File: src/hdl/tlm_pkg.sv
// Shared constants, state codes and step functions for the telemetry encoder and PN sync.
// Assumes a single sys_clk domain; all counts are in sys_clk cycles or in chips and bits.

package tlm_pkg;

	// ==========================================================
	// Codeword layout
	localparam int CHECK_BITS = 28;
	localparam logic [6:0] LAST_DATA_IDX = 7'h2c;
	localparam logic [6:0] LAST_BIT_IDX = 7'h48;
	localparam logic [6:0] FIRST_BIT_IDX = 7'h00;

	// ==========================================================
	// Chips per bit, stored as last chip index
	localparam logic [4:0] CHIP_LAST_DEEP = 5'h06;
	localparam logic [4:0] CHIP_LAST_TLM = 5'h02;
	localparam logic [4:0] CHIP_LAST_CMD = 5'h1e;

	// ==========================================================
	// Sequence lengths as state masks; the seed is the mask itself
	localparam logic [8:0] PN_MASK_DEEP = 9'h1ff;
	localparam logic [8:0] PN_MASK_CMD = 9'h01f;
	localparam logic [8:0] PN_MASK_TLM = 9'h003;

	// ==========================================================
	// Default code polynomial and feedback taps
	localparam logic [27:0] GEN_POLY_DEFAULT = 28'h0a0_0001;
	localparam logic [8:0] PN_DEEP_TAPS_DEFAULT = 9'h110;
	localparam logic [8:0] PN_CMD_TAPS_DEFAULT = 9'h014;
	localparam logic [8:0] PN_TLM_TAPS_DEFAULT = 9'h003;

	// ==========================================================
	// Timing and buffering
	localparam logic [7:0] HALF_CHIP_CYCLES_DEFAULT = 8'h04;
	localparam int FIFO_DEPTH = 16;
	localparam int FIFO_WIDTH = 1;

	// ==========================================================
	// Reset values
	localparam logic [27:0] PAR_RESET = 28'h000_0000;
	localparam logic [4:0] CHIP_RESET = 5'h00;
	localparam logic [7:0] HALF_RESET = 8'h00;

	// ==========================================================
	// Encoder phase
	typedef enum logic [2:0]
	{
		ST_DATA = 3'b001,
		ST_CHECK = 3'b010,
		ST_RELAY = 3'b100
	} enc_state_t;

	// ==========================================================
	// Systematic cyclic check register step
	function automatic logic [27:0] parity_step(input logic [27:0] p, input logic d,
		input logic [27:0] g);
		logic fb;
		fb = d ^ p[27];
		return {p[26:0], 1'b0} ^ (fb ? g : PAR_RESET);
	endfunction

	// PN step, the mask selects the sequence length
	function automatic logic [8:0] pn_step(input logic [8:0] s, input logic [8:0] taps,
		input logic [8:0] mask);
		logic fb;
		fb = ^(s & taps);
		return {s[7:0], fb} & mask;
	endfunction

endpackage

File: src/hdl/stream_fifo.sv
// Synchronous FIFO with a registered output stage and valid/ready on both sides.
// Assumes DEPTH is a power of two so the pointers wrap by themselves.
`timescale 1ns/10ps

module stream_fifo #(
	parameter int WIDTH = 1,
	parameter int DEPTH = 16
)(
	// Clock and reset
	input wire logic sys_clk,
	input wire logic rst_n,
	// Fill side
	input wire logic in_valid,
	input wire logic [WIDTH-1:0] in_data,
	output logic in_ready,
	// Drain side
	output logic out_valid,
	output logic [WIDTH-1:0] out_data,
	input wire logic out_ready
);

	localparam int AW = $clog2(DEPTH);
	localparam logic [AW:0] FULL_COUNT = DEPTH[AW:0];

	logic [WIDTH-1:0] mem_reg [DEPTH];
	logic [AW-1:0] wr_ptr_reg;
	logic [AW-1:0] rd_ptr_reg;
	logic [AW:0] cnt_reg;
	logic [AW:0] cnt_next;
	logic ready_reg;
	logic out_valid_reg;
	logic [WIDTH-1:0] out_data_reg;

	// ==========================================================
	// Handshake decode
	wire push = in_valid & ready_reg;
	wire load = (cnt_reg != '0) & (~out_valid_reg | out_ready);

	assign cnt_next = cnt_reg + {{AW{1'b0}}, push} - {{AW{1'b0}}, load};
	assign in_ready = ready_reg;
	assign out_valid = out_valid_reg;
	assign out_data = out_data_reg;

	// ==========================================================
	// Storage has no reset; only pointers and flags need one
	always_ff @(posedge sys_clk)
	begin
		if (push)
			mem_reg[wr_ptr_reg] <= in_data;
	end

	always_ff @(posedge sys_clk or negedge rst_n)
	begin
		if (!rst_n)
		begin
			wr_ptr_reg <= '0;
			rd_ptr_reg <= '0;
			cnt_reg <= '0;
			ready_reg <= 1'b1;
		end
		else
		begin
			wr_ptr_reg <= wr_ptr_reg + AW'(push);
			rd_ptr_reg <= rd_ptr_reg + AW'(load);
			cnt_reg <= cnt_next;
			ready_reg <= (cnt_next != FULL_COUNT);
		end
	end

	always_ff @(posedge sys_clk or negedge rst_n)
	begin
		if (!rst_n)
		begin
			out_valid_reg <= 1'b0;
			out_data_reg <= '0;
		end
		else if (load)
		begin
			out_valid_reg <= 1'b1;
			out_data_reg <= mem_reg[rd_ptr_reg];
		end
		else if (out_ready)
			out_valid_reg <= 1'b0;
	end

endmodule

File: src/hdl/telemetry_block_encoder_pn_sync.sv
// Telemetry channel coder: cyclic block encoder followed by a PN bit sync generator.
// Assumes the storage source clocks bits in through the FIFO and the modulator samples tx_symbol.
`timescale 1ns/10ps

// Contract
// RQ1: The source delivers 45 data bits as one burst at the bit rate and then nothing for 28 bits.
// RQ2: The encoder computes 28 check bits over each 45-bit burst in a cyclic register and appends them.
// RQ3: Each codeword leaves as one unbroken serial run of 73 bits, data first then check bits.
// RQ4: Deep-space mode combines a 511-chip PN sequence on a square subcarrier with the 73 bits.
// RQ5: Deep-space mode advances exactly seven PN chips in every data bit period.
// RQ6: The composite output is one two-level signal able to drive a binary phase modulator.
// RQ7: The receiver produces a marker at each bit start and at each 73-bit group start once locked.
// No receiver here; bit_start and word_start give these markers on the transmit side.
// RQ8: The receiver resets its decoder with the group marker at every codeword boundary; no receiver here, word_start marks codeword starts.
// RQ9: Relay mode uses a short PN sequence of three chips for telemetry and 31 for commands.
// RQ10: In relay mode the short sequence restarts every data bit and no check bits are inserted.
// RQ11: On the relay path the encoder is bypassed and raw bits go straight to the sync generator.
// RQ12: In deep-space mode the 511-chip sequence restarts on the first bit of each codeword.
// RQ13: The code polynomial and the PN feedback taps are design parameters.

module telemetry_block_encoder_pn_sync
	import tlm_pkg::*;
#(
	parameter logic [27:0] GEN_POLY = GEN_POLY_DEFAULT,
	parameter logic [8:0] PN_DEEP_TAPS = PN_DEEP_TAPS_DEFAULT,
	parameter logic [8:0] PN_CMD_TAPS = PN_CMD_TAPS_DEFAULT,
	parameter logic [8:0] PN_TLM_TAPS = PN_TLM_TAPS_DEFAULT,
	parameter logic [7:0] HALF_CHIP_CYCLES = HALF_CHIP_CYCLES_DEFAULT
)(
	// Clock and reset
	input wire logic sys_clk,
	input wire logic rst_n,
	// Mode selection, sampled at bit or codeword boundaries
	input wire logic relay_sel,
	input wire logic relay_cmd_link,
	// Serial data from storage
	input wire logic src_valid,
	input wire logic src_bit,
	output logic src_ready,
	// Composite to the phase modulator
	output logic tx_symbol,
	// Transmit-side timing markers, mode and underrun flags
	output logic bit_start,
	output logic word_start,
	output logic relay_active,
	output logic underrun
);

	// ==========================================================
	// Declarations
	enc_state_t state_reg;
	enc_state_t state_next;
	logic cmd_reg;
	logic [7:0] half_cnt_reg;
	logic sub_reg;
	logic [4:0] chip_cnt_reg;
	logic [6:0] bit_idx_reg;
	logic [27:0] par_reg;
	logic [27:0] par_next;
	logic [8:0] pn_reg;
	logic cur_bit_reg;
	logic cur_bit_next;
	logic tx_reg;
	logic bit_end_dly_reg;
	logic word_end_dly_reg;
	logic bit_start_reg;
	logic word_start_reg;
	logic underrun_reg;
	logic fifo_valid;
	logic fifo_bit;
	logic fifo_take;
	logic relay_active_reg;

	// ==========================================================
	// Input buffer; src_ready falls when it is full, which stalls the storage clock-out
	stream_fifo #(
		.WIDTH(FIFO_WIDTH),
		.DEPTH(FIFO_DEPTH)
	) u_fifo (
		.sys_clk(sys_clk),
		.rst_n(rst_n),
		.in_valid(src_valid),
		.in_data(src_bit),
		.in_ready(src_ready),
		.out_valid(fifo_valid),
		.out_data(fifo_bit),
		.out_ready(fifo_take)
	);

	// ==========================================================
	// Chip and subcarrier timing
	wire half_tick = (half_cnt_reg == HALF_CHIP_CYCLES - 8'h01);
	// One subcarrier cycle per chip; the chip ends on the second half
	wire chip_tick = half_tick & sub_reg;
	wire in_relay = (state_reg == ST_RELAY);

	// Chips per bit follow the mode in force for the current bit
	wire [4:0] chip_last = in_relay ? (cmd_reg ? CHIP_LAST_CMD : CHIP_LAST_TLM)
		: CHIP_LAST_DEEP; // [RQ5] [RQ9]
	wire bit_end = chip_tick & (chip_cnt_reg == chip_last);
	wire word_end = ~in_relay & (bit_idx_reg == LAST_BIT_IDX);

	// ==========================================================
	// Mode changes only at a codeword end, or at any bit end in relay mode,
	// so a codeword is never cut short
	wire mode_ok = in_relay | word_end;
	wire relay_next = mode_ok ? relay_sel : in_relay;
	wire cmd_next = mode_ok ? relay_cmd_link : cmd_reg;

	// ==========================================================
	// Bit position and phase of the next bit
	// Leaving relay mode opens a fresh codeword at bit 0
	wire [6:0] idx_next = (relay_next | in_relay | word_end) ? FIRST_BIT_IDX
		: bit_idx_reg + 7'h01; // [RQ3] [RQ12]
	wire word_first = ~relay_next & (idx_next == FIRST_BIT_IDX);

	always_comb
	begin
		if (relay_next)
			state_next = ST_RELAY; // [RQ11]
		else if (idx_next <= LAST_DATA_IDX)
			state_next = ST_DATA;
		else
			state_next = ST_CHECK; // [RQ2]
	end

	// A data slot draws one bit; a missing bit is sent as zero and flagged
	wire want_data = (state_next != ST_CHECK);
	assign fifo_take = bit_end & want_data & fifo_valid; // [RQ1]
	wire data_bit = fifo_valid & fifo_bit;
	wire starve = bit_end & want_data & ~fifo_valid;

	// ==========================================================
	// Cyclic check register: cleared at each codeword start, fed with data bits,
	// then shifted out behind them
	wire [27:0] par_base = word_first ? PAR_RESET : par_reg;

	always_comb
	begin
		unique case (state_next)
			ST_DATA:
			begin
				par_next = parity_step(par_base, data_bit, GEN_POLY); // [RQ2] [RQ13]
				cur_bit_next = data_bit; // [RQ3]
			end
			ST_CHECK:
			begin
				par_next = {par_reg[26:0], 1'b0};
				cur_bit_next = par_reg[CHECK_BITS-1]; // [RQ2] [RQ3]
			end
			ST_RELAY:
			begin
				// Raw bits only; the check register stays idle
				par_next = PAR_RESET;
				cur_bit_next = data_bit; // [RQ10] [RQ11]
			end
		endcase
	end

	// ==========================================================
	// PN sequence selection; the seed of each sequence is its own mask
	function automatic logic [8:0] pn_mask_of(input logic relay, input logic cmd);
		if (!relay)
			return PN_MASK_DEEP;
		else if (cmd)
			return PN_MASK_CMD;
		else
			return PN_MASK_TLM;
	endfunction

	wire [8:0] pn_mask_cur = pn_mask_of(in_relay, cmd_reg); // [RQ9]
	wire [8:0] pn_taps_cur = in_relay ? (cmd_reg ? PN_CMD_TAPS : PN_TLM_TAPS) : PN_DEEP_TAPS;
	wire [8:0] pn_seed_next = pn_mask_of(relay_next, cmd_next); // [RQ9]
	wire [8:0] pn_adv = pn_step(pn_reg, pn_taps_cur, pn_mask_cur); // [RQ13]
	// Restart per bit in relay mode, per codeword in deep-space mode
	wire pn_restart = relay_next | word_first; // [RQ10] [RQ12]

	// ==========================================================
	// Composite: data, chip and subcarrier folded into one binary level
	wire tx_next = cur_bit_reg ^ pn_reg[0] ^ sub_reg; // [RQ4] [RQ6]

	// ==========================================================
	// Timing counters
	// Half-chip divider
	always_ff @(posedge sys_clk or negedge rst_n)
	begin
		if (!rst_n)
			half_cnt_reg <= HALF_RESET;
		else if (half_tick)
			half_cnt_reg <= HALF_RESET;
		else
			half_cnt_reg <= half_cnt_reg + 8'h01;
	end

	// Subcarrier phase: low in the first half of each chip, high in the second
	always_ff @(posedge sys_clk or negedge rst_n)
	begin
		if (!rst_n)
			sub_reg <= 1'b0;
		else if (half_tick)
			sub_reg <= ~sub_reg; // [RQ4]
	end

	always_ff @(posedge sys_clk or negedge rst_n)
	begin
		if (!rst_n)
			chip_cnt_reg <= CHIP_RESET;
		else if (bit_end)
			chip_cnt_reg <= CHIP_RESET;
		else if (chip_tick)
			chip_cnt_reg <= chip_cnt_reg + 5'h01; // [RQ5]
	end

	// ==========================================================
	// Bit sequencer; reset parks on the last check bit so the first
	// bit end opens a fresh codeword
	always_ff @(posedge sys_clk or negedge rst_n)
	begin
		if (!rst_n)
		begin
			state_reg <= ST_CHECK;
			cmd_reg <= 1'b0;
			relay_active_reg <= 1'b0;
		end
		else if (bit_end)
		begin
			state_reg <= state_next;
			cmd_reg <= cmd_next;
			// relay_active follows the mode of the bit now loaded
			relay_active_reg <= relay_next; // [RQ11]
		end
	end

	// Bit position and data path
	always_ff @(posedge sys_clk or negedge rst_n)
	begin
		if (!rst_n)
		begin
			bit_idx_reg <= LAST_BIT_IDX;
			par_reg <= PAR_RESET;
			cur_bit_reg <= 1'b0;
		end
		else if (bit_end)
		begin
			bit_idx_reg <= idx_next;
			par_reg <= par_next;
			cur_bit_reg <= cur_bit_next;
		end
	end

	// ==========================================================
	// PN register
	always_ff @(posedge sys_clk or negedge rst_n)
	begin
		if (!rst_n)
			pn_reg <= PN_MASK_DEEP;
		else if (bit_end & pn_restart)
			pn_reg <= pn_seed_next; // [RQ10] [RQ12]
		else if (chip_tick)
			pn_reg <= pn_adv; // [RQ4] [RQ5]
	end

	// ==========================================================
	// Output stage; the symbol register runs every cycle to follow the subcarrier
	always_ff @(posedge sys_clk or negedge rst_n)
	begin
		if (!rst_n)
			tx_reg <= 1'b0;
		else
			tx_reg <= tx_next; // [RQ6]
	end

	// Markers take two stages, matching the cur_bit_reg and tx_reg path
	always_ff @(posedge sys_clk or negedge rst_n)
	begin
		if (!rst_n)
		begin
			bit_end_dly_reg <= 1'b0;
			word_end_dly_reg <= 1'b0;
			bit_start_reg <= 1'b0;
			word_start_reg <= 1'b0;
			underrun_reg <= 1'b0;
		end
		else
		begin
			bit_end_dly_reg <= bit_end;
			word_end_dly_reg <= bit_end & word_first;
			bit_start_reg <= bit_end_dly_reg;
			word_start_reg <= word_end_dly_reg;
			underrun_reg <= starve;
		end
	end

	// Every output leaves a flip-flop
	assign tx_symbol = tx_reg;
	assign bit_start = bit_start_reg;
	assign word_start = word_start_reg;
	assign relay_active = relay_active_reg;
	assign underrun = underrun_reg;

endmodule

File: config.mk
export PLATFORM = sky130hd
export DESIGN_NAME = telemetry_block_encoder_pn_sync
export DESIGN_NICKNAME = d
export VERILOG_FILES = /design/src/hdl/tlm_pkg.sv /design/src/hdl/stream_fifo.sv /design/src/hdl/telemetry_block_encoder_pn_sync.sv
export SDC_FILE = /design/constraint.sdc
export NUM_CORES = 1
export LEC_CHECK = 0
export BUFFER_PORTS_ARGS = -buffer_cell sky130_fd_sc_hd__buf_2
export CORE_UTILIZATION = 30
export DETAILED_ROUTE_END_ITERATION = 16
export GPL_TIMING_DRIVEN = 0
export MAX_ROUTING_LAYER = met4
export PLACE_DENSITY_LB_ADDON = 0.05
export SLEW_MARGIN = 20
export SYNTH_ARGS = -nofsm -noshare
export SYNTH_HDL_FRONTEND = slang
export SYNTH_SLANG_ARGS = --single-unit
File: constraint.sdc
create_clock -name sys_clk -period 3.2 [get_ports sys_clk]
set_input_delay 0.64 -clock sys_clk [delete_from_list [all_inputs] [get_ports sys_clk]]
set_output_delay 0.64 -clock sys_clk [all_outputs]
set_load 0.1 [all_outputs]
==> results of run 1 <==
==> cell families after synthesis <==
kind of cell,share of synthesized area
xor gates and xnor gates,0.0517
DFF,0.554
AOI/OAI and AO/OA,0.0903
and+or+nand+nor,0.195
adders and majority gates,0.0438
buffers and inverters,0.0325
muxes,0.0327
==> timing repair <==
action,in CTS,in global routing
setup endpoints to repair,5,2
gates cloned,0,0
gates resized for setup,20,9
pin swaps,14,12
hold buffers,0,0
buffers inserted,13,6
==> where the power goes <==
group | switching [mW] | leakage, nW | total (mW) | internal (mW)
clock network | 0.545 | 0.140 | 1.09 | 0.546
logic | 0.309 | 1.10 | 0.509 | 0.200
registers | 0.0679 | 1.20 | 1.47 | 1.40
==> path summary, 6_finish.rpt <==
check                                   to  slack (ns)
min in group sys_clk            word_start        0.36
max                        u_fifo.in_ready        0.10
min                        half_cnt_reg[6]        0.17
min reg2reg                     word_start        0.36
max reg2reg                u_fifo.in_ready        0.10
max in group asynchronous        pn_reg[6]        2.41
==> worst register-to-register path, delay by kind of cell (launching register included) <==
family                   cells  cell delay [ns]
buffers and inverters        2             0.17
AO/OA/AOI/OAI                5             1.13
AND/OR/NAND/NOR              4             0.36
XOR/XNOR                     1             0.15
flip-flops                   1             0.55
adder cells (fa/ha/maj)      3             0.67
==> per-layer routing <==
layer	wire length, microns	global-route usage	vias to the layer above
li1	-	-	1637
met1	4960	0.177	1655
met2	5060	0.232	27
met3	281	0.0434	17
met4	234	0.0574	0
met5	0	-	-
==> Yosys cell counts (all sizes together), types with 3 or more instances <==
| master | instances | share of area |
|---|---|---|
| o21ai | 19 | 0.020 |
| and2 | 4 | 0.0058 |
| xor2 | 12 | 0.022 |
| nor3 | 12 | 0.015 |
| inv | 11 | 0.0087 |
| o22a | 4 | 0.0074 |
| a21oi | 15 | 0.016 |
| and3 | 4 | 0.0053 |
| buf | 6 | 0.0095 |
| nand2 | 79 | 0.063 |
| a31oi | 3 | 0.0040 |
| a311oi | 3 | 0.0055 |
| a221o | 3 | 0.0063 |
| ha | 15 | 0.040 |
| and4 | 3 | 0.0055 |
| dfrtp | 72 | 0.38 |
| nor2 | 28 | 0.022 |
| mux4 | 5 | 0.024 |
| dfstp | 13 | 0.072 |
| nand3b | 3 | 0.0048 |
| edfxtp | 16 | 0.10 |
| xnor2 | 16 | 0.030 |
| o31ai | 7 | 0.014 |
| nand3 | 39 | 0.041 |
| clkbuf | 17 | 0.013 |
| or3 | 3 | 0.0040 |
| nand4 | 4 | 0.0053 |
| nor4b | 3 | 0.0069 |
==> area by class of cell <==
cell class | instances | share of cell area
buffer | 20 | 0.0182
sequential | 101 | 0.462
timing repair buffer | 31 | 0.0406
clock inverter | 7 | 0.0119
inverter | 12 | 0.00879
multi-input combinational | 310 | 0.373
clock buffer | 9 | 0.0395
tap | 211 | 0.0463
==> qor.csv, run 1 <==
metric,value,unit
p_leak,2.44,nW
hold_violations,0,
path_clk_slew,0.08,ns
tns,0,ns
critical-path-slowest-cell,dfstp_2,
cts_root_buf,clkbuf_16,
crit_type,flip-flop to flip-flop,
grt_overflow_total,0,
finish.utilization,0.372,
die_width,128,microns
place_ws,-0.480,ns
slew_viol_final,0,
drt_iter0_markers,148,
reg2reg_depth,15,
grt_use_total,0.147,
nFillCells,1554,
status,"complete, no violations",
drc,0,
numPortBuffers,11,
path_delay_family,compound AO/OA/AOI/OAI gates,
antenna_found_initial,0,
cts.htree.levels,3,
relSlewSlack,0.307,
fin_crit_sh,0.967,
crit_cells,15,
mostFrequentLayoutCells,"nand2_1 (77), dfrtp_1 (68), nand3_1 (37)",
die_h,128,microns
synth_edf_count,16,
layout.cells.non_filler,701,
core_area,0.0153,sq mm
multi_input_area,0.00212,sq mm
startpoint_type,flip-flop,
final_common_cell,nand2_1,
power_density,539,mW/mm^2
drive_gt1_frac,0.222,
gp_congestion,0.760,
cts_buffer_depth,2,
ys_ff_latch,101,
cts.sinks,101,
synth_area,0.00474,sq mm
finalCriticalPeriod,3.10,ns
pin_count,12,
reg2reg_from,bit_idx_reg[3],
drt-total-wl,10500,microns
via_per_inst,4.76,
ant_nets,0,
n_antenna_cell,0,
cp_data_required_time,3.49,ns
rsz0062_at_grt,true,
rows,45,
skew,0.00936,ns
syn-num-nets,468,
crit_arrival,3.38,ns
clk_latency,0.36,ns
grt_pass1_wl,17700,microns
worstHoldPathType,input port to asynchronous set/reset pin,
grt_pass1_vias,3403,
synth_ff_type,dfrtp_1,
placed_cell_area,0.00513,sq mm
vdd_ir_drop_max,337,uV
netlist_instances,446,
dp_cells,669,
cp_max_fo,7,
async_flop_share,0.842,
cts_tree,built,
end_kind,flip-flop,
ys_types,53,
cap_violations,0,
yosysSeqAreaShare,0.554,
cts_buffers,9,
start_util,0.309,
ff_latch_area,0.00263,sq mm
worst_pin_slew,1.03,ns
path_buf_inv,2,
critPathMaxStageDelay,0.55,ns
area.growth.synth_to_final,20.2,%
syn_area_per_cell,10.6,sq um
setup_viol,0,
finalPower,3.07,mW
wl_per_cell,15.0,microns
whs,0.167,ns
fmax,323,MHz
startpoint,bit_idx_reg[3],
largest_reg_flops,28,
timing.final.ws_setup,0.104,ns
grt_max_degree,50,
die_area,0.0163,sq mm
num_vias,3336,
final_area,0.00570,sq mm
nets,507,
cp_cell_sequence,"buf_6, nand2_2, o21a_1, o41ai_4, o21ai_4, a21oi_2, ha_1, inv_1, ha_2, fa_2, a21oi_2, nor2_1, nor2_1, xnor2_1, nand3b_1",
yosys_warnings,0,
first_pass_iters,4,
dp_hpwl,6970,microns
No activity file was read; power rests on OpenSTA's default activity.
==> run 2: changes to the inputs <==
GPL_TIMING_DRIVEN = not set   (was 0)
clock period = 2.5 ns   (was 3.2 ns; I/O delays follow)
==> qor.csv, run 2 (synthesis gave the netlist of run 1 again) <==
metric,value,unit,change
status,"complete, but fails checks",,
failed_checks,setup timing,,
cp_max_fo,4,,-3
seqPwrFrac,0.466,,-0.013
cts_tree,built,,
worstHoldPathType,input port to asynchronous set/reset pin,,
first_pass_iters,4,,unchanged
start_util,0.309,,unchanged
whs,0.0696,ns,-0.0975 ns
startpoint_type,flip-flop,,
grt_use_total,0.145,,-0.00222
die_h,128,microns,unchanged
path_delay_family,adder cells,,
via_per_inst,4.73,,-0.60%
final_common_cell,nand2_1,,
startpoint,bit_idx_reg[1],,
power.switching,1.19,mW,+29%
cts_buffer_depth,2,,unchanged
setup_viol,9,,+9
hold_violations,0,,unchanged
groute.layer.met2.usage,0.229,,-0.00354
p_sw_frac,0.293,,-0.00698
cp_cell_sequence,"inv_2, ha_4, nor2b_4, a311oi_2, a311oi_4, o21ai_4, a21oi_2, ha_2, inv_2, ha_4, fa_2, a21oi_2, nor2_1, nor2_1, xnor2_1, buf_4",,
drc,0,,unchanged
cp_data_required_time,2.80,ns,-0.69 ns
pin_count,12,,unchanged
hold_buffers,0,,unchanged
area.growth.synth_to_final,29.9,%,
internal-power,2.88,mW,+34%
critPathMaxStageDelay,0.42,ns,-0.13 ns
grtUsageMet1,0.182,,+0.00465
ant_nets,0,,unchanged
n_antenna_cell,0,,unchanged
reg2reg_from,bit_idx_reg[1],,
slew_viol_final,0,,unchanged
core_area,0.0153,sq mm,unchanged
die_width,128,microns,unchanged
cts_buffers,9,,unchanged
antenna_found_initial,0,,unchanged
grt_busiest_layer,met2,,
wl_per_cell,14.6,microns,-3.1%
finalPower,4.07,mW,+33%
drt-total-wl,10600,microns,+0.90%
vdd_ir_drop_max,588,uV,+74%
cts.htree.levels,3,,unchanged
rows,45,,unchanged
fin_crit_sh,1.24,,+0.273
clk_latency,0.36,ns,about the same
largest_reg_flops,28,,unchanged
power_density,661,mW/mm^2,+23%
skew,0.00927,ns,-0.0000941 ns
path_clk_slew,0.07,ns,about the same
grt_pass1_wl,17500,microns,-0.90%
relSlewSlack,0.676,,+0.369
grt_util_met3,0.0430,,-0.000417
drive_gt1_frac,0.331,,+0.109
finalCriticalPeriod,3.10,ns,+0.00491 ns
crit_arrival,3.40,ns,+0.02 ns
grt_pass1_vias,3422,,+0.56%
cts.sinks,101,,unchanged
nets,536,,+5.7%
crit_type,flip-flop to flip-flop,,
drt_iter0_markers,151,,+2.0%
num_vias,3453,,+3.5%
grt_overflow_total,0,,unchanged
cap_violations,0,,unchanged
path_buf_inv,3,,+1
grt_max_degree,60,,+20%
numPortBuffers,11,,unchanged
dp_hpwl,7070,microns,+1.4%
clock_power_share,0.332,,-0.023
critical-path-slowest-cell,dfrtp_2,,
gp_congestion,0.810,,+6.6%
fmax,323,MHz,-0.16%
die_area,0.0163,sq mm,unchanged
mostFrequentLayoutCells,"nand2_1 (79), dfrtp_1 (69), buf_4 (59)",,
end_kind,flip-flop,,
worst_pin_slew,0.489,ns,-0.542 ns
combPwrFrac,0.202,,+0.036
rsz0062_at_grt,true,,
place_ws,-0.646,ns,-0.166 ns
timing.final.ws_setup,-0.601,ns,-0.705 ns
tns,-2.38,ns,-2.38 ns
p_leak,2.66,nW,+8.9%
cts_root_buf,clkbuf_16,,
-- run 2: final timing paths --
path	end	slack, ns	cells past startpoint
setup / recovery	u_fifo.cnt_reg[4]	-0.60	16
hold / removal	half_cnt_reg[7]	0.07	1
setup reg to reg	u_fifo.cnt_reg[4]	-0.60	16
hold reg to reg	bit_start	0.35	0
max in group asynchronous	u_fifo.in_ready	1.74	2
min in group sys_clk	bit_start	0.35	0
-- run 2: cell type report --
cell class                      count  area (sq um)
Sequential cell                   101          2630
Multi-Input combinational cell    310          2260
Inverter                           12          46.3
Clock inverter                      6          46.3
Timing Repair Buffer               80           679
Clock buffer                       10           229
Tap cell                          211           264
Fill cell                        1527          9160
-- run 2: repair_timing --
action / in CTS / in global routing
setup buffers: 4 / 4
endpoints found under the setup margin: 40 / 36
resized for setup: 20 / 40
pin swaps: 6 / 12
gates cloned: 0 / 2
-- run 2: metal layers --
metal  share of wire  vias up
li1                -     1698
met1            0.48     1713
met2            0.47       34
met3           0.035        8
met4           0.011        0
met5               0        -
-- run 2: power groups by stage --
| stage | Combinational [mW] | Clock, mW | Sequential [mW] |
|---|---|---|---|
| 2_1_floorplan | 0.448 | 0 | 1.95 |
| 3_3_place_gp | 0.680 | 0 | 1.93 |
| 3_5_place_dp | 0.681 | 0 | 1.93 |
| 4_1_cts | 0.742 | 1.41 | 1.90 |
| 5_1_grt | 0.911 | 1.49 | 1.91 |
| 6_report | 0.822 | 1.35 | 1.90 |
-- run 2: through the flow --
step           utilization  instance area [sq um]  std cells
3_3_place_gp         0.359                   5500        706
3_5_place_dp         0.359                   5500        706
6_report             0.402                   6160        730
5_1_grt              0.402                   6160        730
4_1_cts              0.385                   5890        726
2_1_floorplan            -                   4800        446
==> run 3: changes to the inputs <==
ABC_AREA = 1   (was not set)
==> qor.csv, run 3 <==
metric,value,unit,change
cap_violations,0,,unchanged
final_area,0.00603,sq mm,-2.0%
failed_checks,setup timing,,
area.growth.synth_to_final,26.0,%,
cp_cell_sequence,"nor2_2, nand2_4, inv_2, nor2_4, nand2_2, nand2_2, nand4_1, nand3_2, nand2_2, nand2_4, nand2_4, nand2_4, inv_4, ha_4, inv_2, ha_4, fa_2, a21oi_2, nor2_1, nor2_1, xor2_1, nand2_1",,
die_h,128,microns,+0.51%
power_density,678,mW/mm^2,+2.5%
synth_edf_count,16,,unchanged
crit_type,flip-flop to flip-flop,,
synth_compound_area_frac,0.100,,+0.00979
yosysMostFrequentCell,nand2_1,,
gp_congestion,0.800,,-1.1%
cpMostUsedCell,nand2_4,,
cp_data_required_time,2.78,ns,-0.02 ns
synthXorXnorAreaFrac,0.0345,,-0.0173
grt_pass1_wl,17700,microns,+1.2%
numPortBuffers,11,,unchanged
startpoint_type,flip-flop,,
pin_count,12,,unchanged
drt-total-wl,10200,microns,-4.3%
skew,0.00826,ns,-0.00100 ns
worstHoldPathType,input port to asynchronous set/reset pin,,
yosysSeqAreaShare,0.548,,-0.00564
num_vias,3555,,+3.0%
synthMuxAreaShare,0.00209,,-0.0306
netlist_instances,516,,+16%
antenna_found_initial,0,,unchanged
crit_arrival,3.24,ns,-0.16 ns
p_leak,2.72,nW,+2.2%
ys_ff_latch,101,,unchanged
fmax,337,MHz,+4.6%
nets,615,,+15%
hold_violations,0,,unchanged
drive_gt1_frac,0.269,,-0.0622
cts.htree.levels,3,,unchanged
n_antenna_cell,0,,unchanged
grt_pass1_vias,3586,,+4.8%
grt_overflow_total,0,,unchanged
start_util,0.312,,+0.00204
mostFrequentLayoutCells,"dfrtp_1 (71), inv_1 (70), buf_4 (66)",,
synth_top_area_share,0.376,,-0.00387
cp_max_fo,5,,+1
grt_use_total,0.143,,-0.00215
slew_viol_final,0,,unchanged
nFillCells,1546,,+1.2%
path_clk_slew,0.07,ns,about the same
drc,0,,unchanged
die_area,0.0165,sq mm,+1.0%
tns,-1.22,ns,+1.16 ns
synth_fa_ha_area_frac,0.0434,,-0.000447
wl_per_cell,12.6,microns,-14%
rows,45,,unchanged
cts_buffer_depth,2,,unchanged
cts.sinks,101,,unchanged
cts_tree,built,,
timing.final.ws_setup,-0.464,ns,+0.137 ns
die_width,128,microns,+0.51%
ys_types,40,,-25%
critPathMaxStageDelay,0.54,ns,+0.12 ns
critical-path-slowest-cell,dfstp_2,,
fin_crit_sh,1.19,,-0.0546
synth_top_area_cell,dfrtp_1,,
via_per_inst,4.39,,-7.1%
syn_area_per_cell,9.28,sq um,-13%
core_area,0.0154,sq mm,+0.37%
whs,0.116,ns,+0.0469 ns
drt_iter0_markers,172,,+14%
dp_hpwl,6940,microns,-1.8%
placed_cell_area,0.00553,sq mm,+0.52%
cts_root_buf,clkbuf_16,,
reg2reg_depth,22,,+6
async_flop_share,0.842,,unchanged
relSlewSlack,0.668,,-0.00819
synth-simple-area-share,0.193,,-0.00251
cts_buffers,9,,unchanged
vdd_ir_drop_max,620,uV,+5.4%
synth_area,0.00479,sq mm,+1.0%
synthTopCellsByCount,"nand2_1 (73), dfrtp_1 (72), inv_1 (72), nor2_1 (63), nand3_1 (34)",,
yosys_warnings,0,,unchanged
worst_pin_slew,0.498,ns,+0.00892 ns
final_common_cell,dfrtp_1,,
grt_max_degree,40,,-33%
status,"complete, but fails checks",,
first_pass_iters,4,,unchanged
synth.area.top_cells,"dfrtp_1 (38%), edfxtp_1 (10%), dfstp_2 (7.1%), nand2_1 (5.7%), inv_1 (5.6%)",,
ant_nets,0,,unchanged
end_kind,flip-flop,,
finalCriticalPeriod,2.96,ns,-0.137 ns
synth_top_family_by_area,simple AND/OR/NAND/NOR gates,,
rsz0062_at_grt,true,,
syn-num-nets,538,,+15%
synth_ff_type,dfrtp_1,,
place_ws,-0.652,ns,-0.00626 ns
largest_reg_flops,28,,unchanged
clk_latency,0.35,ns,about the same
setup_viol,5,,-4
[run 3: what timing repair did]
action                     CTS  global route
pin swaps                   15             7
hold endpoints to repair     0             0
setup endpoints to repair    5            15
buffers inserted            13             2
hold buffers                 0             0
resized for setup           11            21
[run 3: path summary, 6_finish.rpt]
check	to	slack (ns)	startpoint
worst min register to register	bit_start	0.35	bit_end_dly_reg
worst max-delay path	u_fifo.in_ready	-0.46	state_reg[1]
worst min-delay path	half_cnt_reg[0]	0.12	rst_n
worst max register to register	u_fifo.in_ready	-0.46	state_reg[1]
min in group sys_clk	bit_start	0.35	bit_end_dly_reg
max in group asynchronous	u_fifo.in_ready	1.73	rst_n
[run 3: kinds of logic (layout without fill, tap and decap cells)]
| kind of cell | count (synthesis) | in the layout |
|---|---|---|
| flops | 101 | 101 |
| buf+inv | 91 | 173 |
| compound gates | 84 | 84 |
| simple gates | 205 | 205 |
| fa+ha+maj | 16 | 16 |
| mux | 1 | 1 |
| xor+xnor | 18 | 18 |
[run 3: final cells by class]
cell class              instances  area (sq um)  share of cell area
clock buffers                   9           225              0.0373
clock inverters                 7          80.1              0.0133
inverters                      80           308              0.0510
multi-input cells             324          1960               0.325
flip-flops and latches        101          2630               0.436
well taps                     211           264              0.0438
repair buffers                 77           566              0.0938
[run 3: report_power, final]
group	internal (mW)	switching (mW)	total [mW]
combinational	0.287	0.488	0.775
clock	0.791	0.653	1.44
sequential	1.80	0.0737	1.87
[run 3: critical path, delay by kind of cell, from the launching register on]
kind / cells / cell delay [ns]
flops: 1 / 0.54
xor+xnor: 1 / 0.19
fa+ha+maj: 3 / 0.75
buf+inv: 3 / 0.13
compound gates: 1 / 0.12
simple gates: 14 / 1.17
[run 3: metrics by stage]
stage,power (mW),utilization,std cells
floorplan,2.42,-,516
global placement,2.65,0.360,783
detailed placement,2.65,0.360,783
CTS,4.14,0.389,812
global route,4.35,0.392,809
finish,4.09,0.392,809
[run 3: routing by layer]
layer / GRT usage / vias up / share of wire
li1: - / 1835 / -
met1: 0.191 / 1660 / 0.50
met2: 0.209 / 48 / 0.45
met3: 0.0374 / 12 / 0.033
met4: 0.0471 / 0 / 0.016
met5: - / - / 0
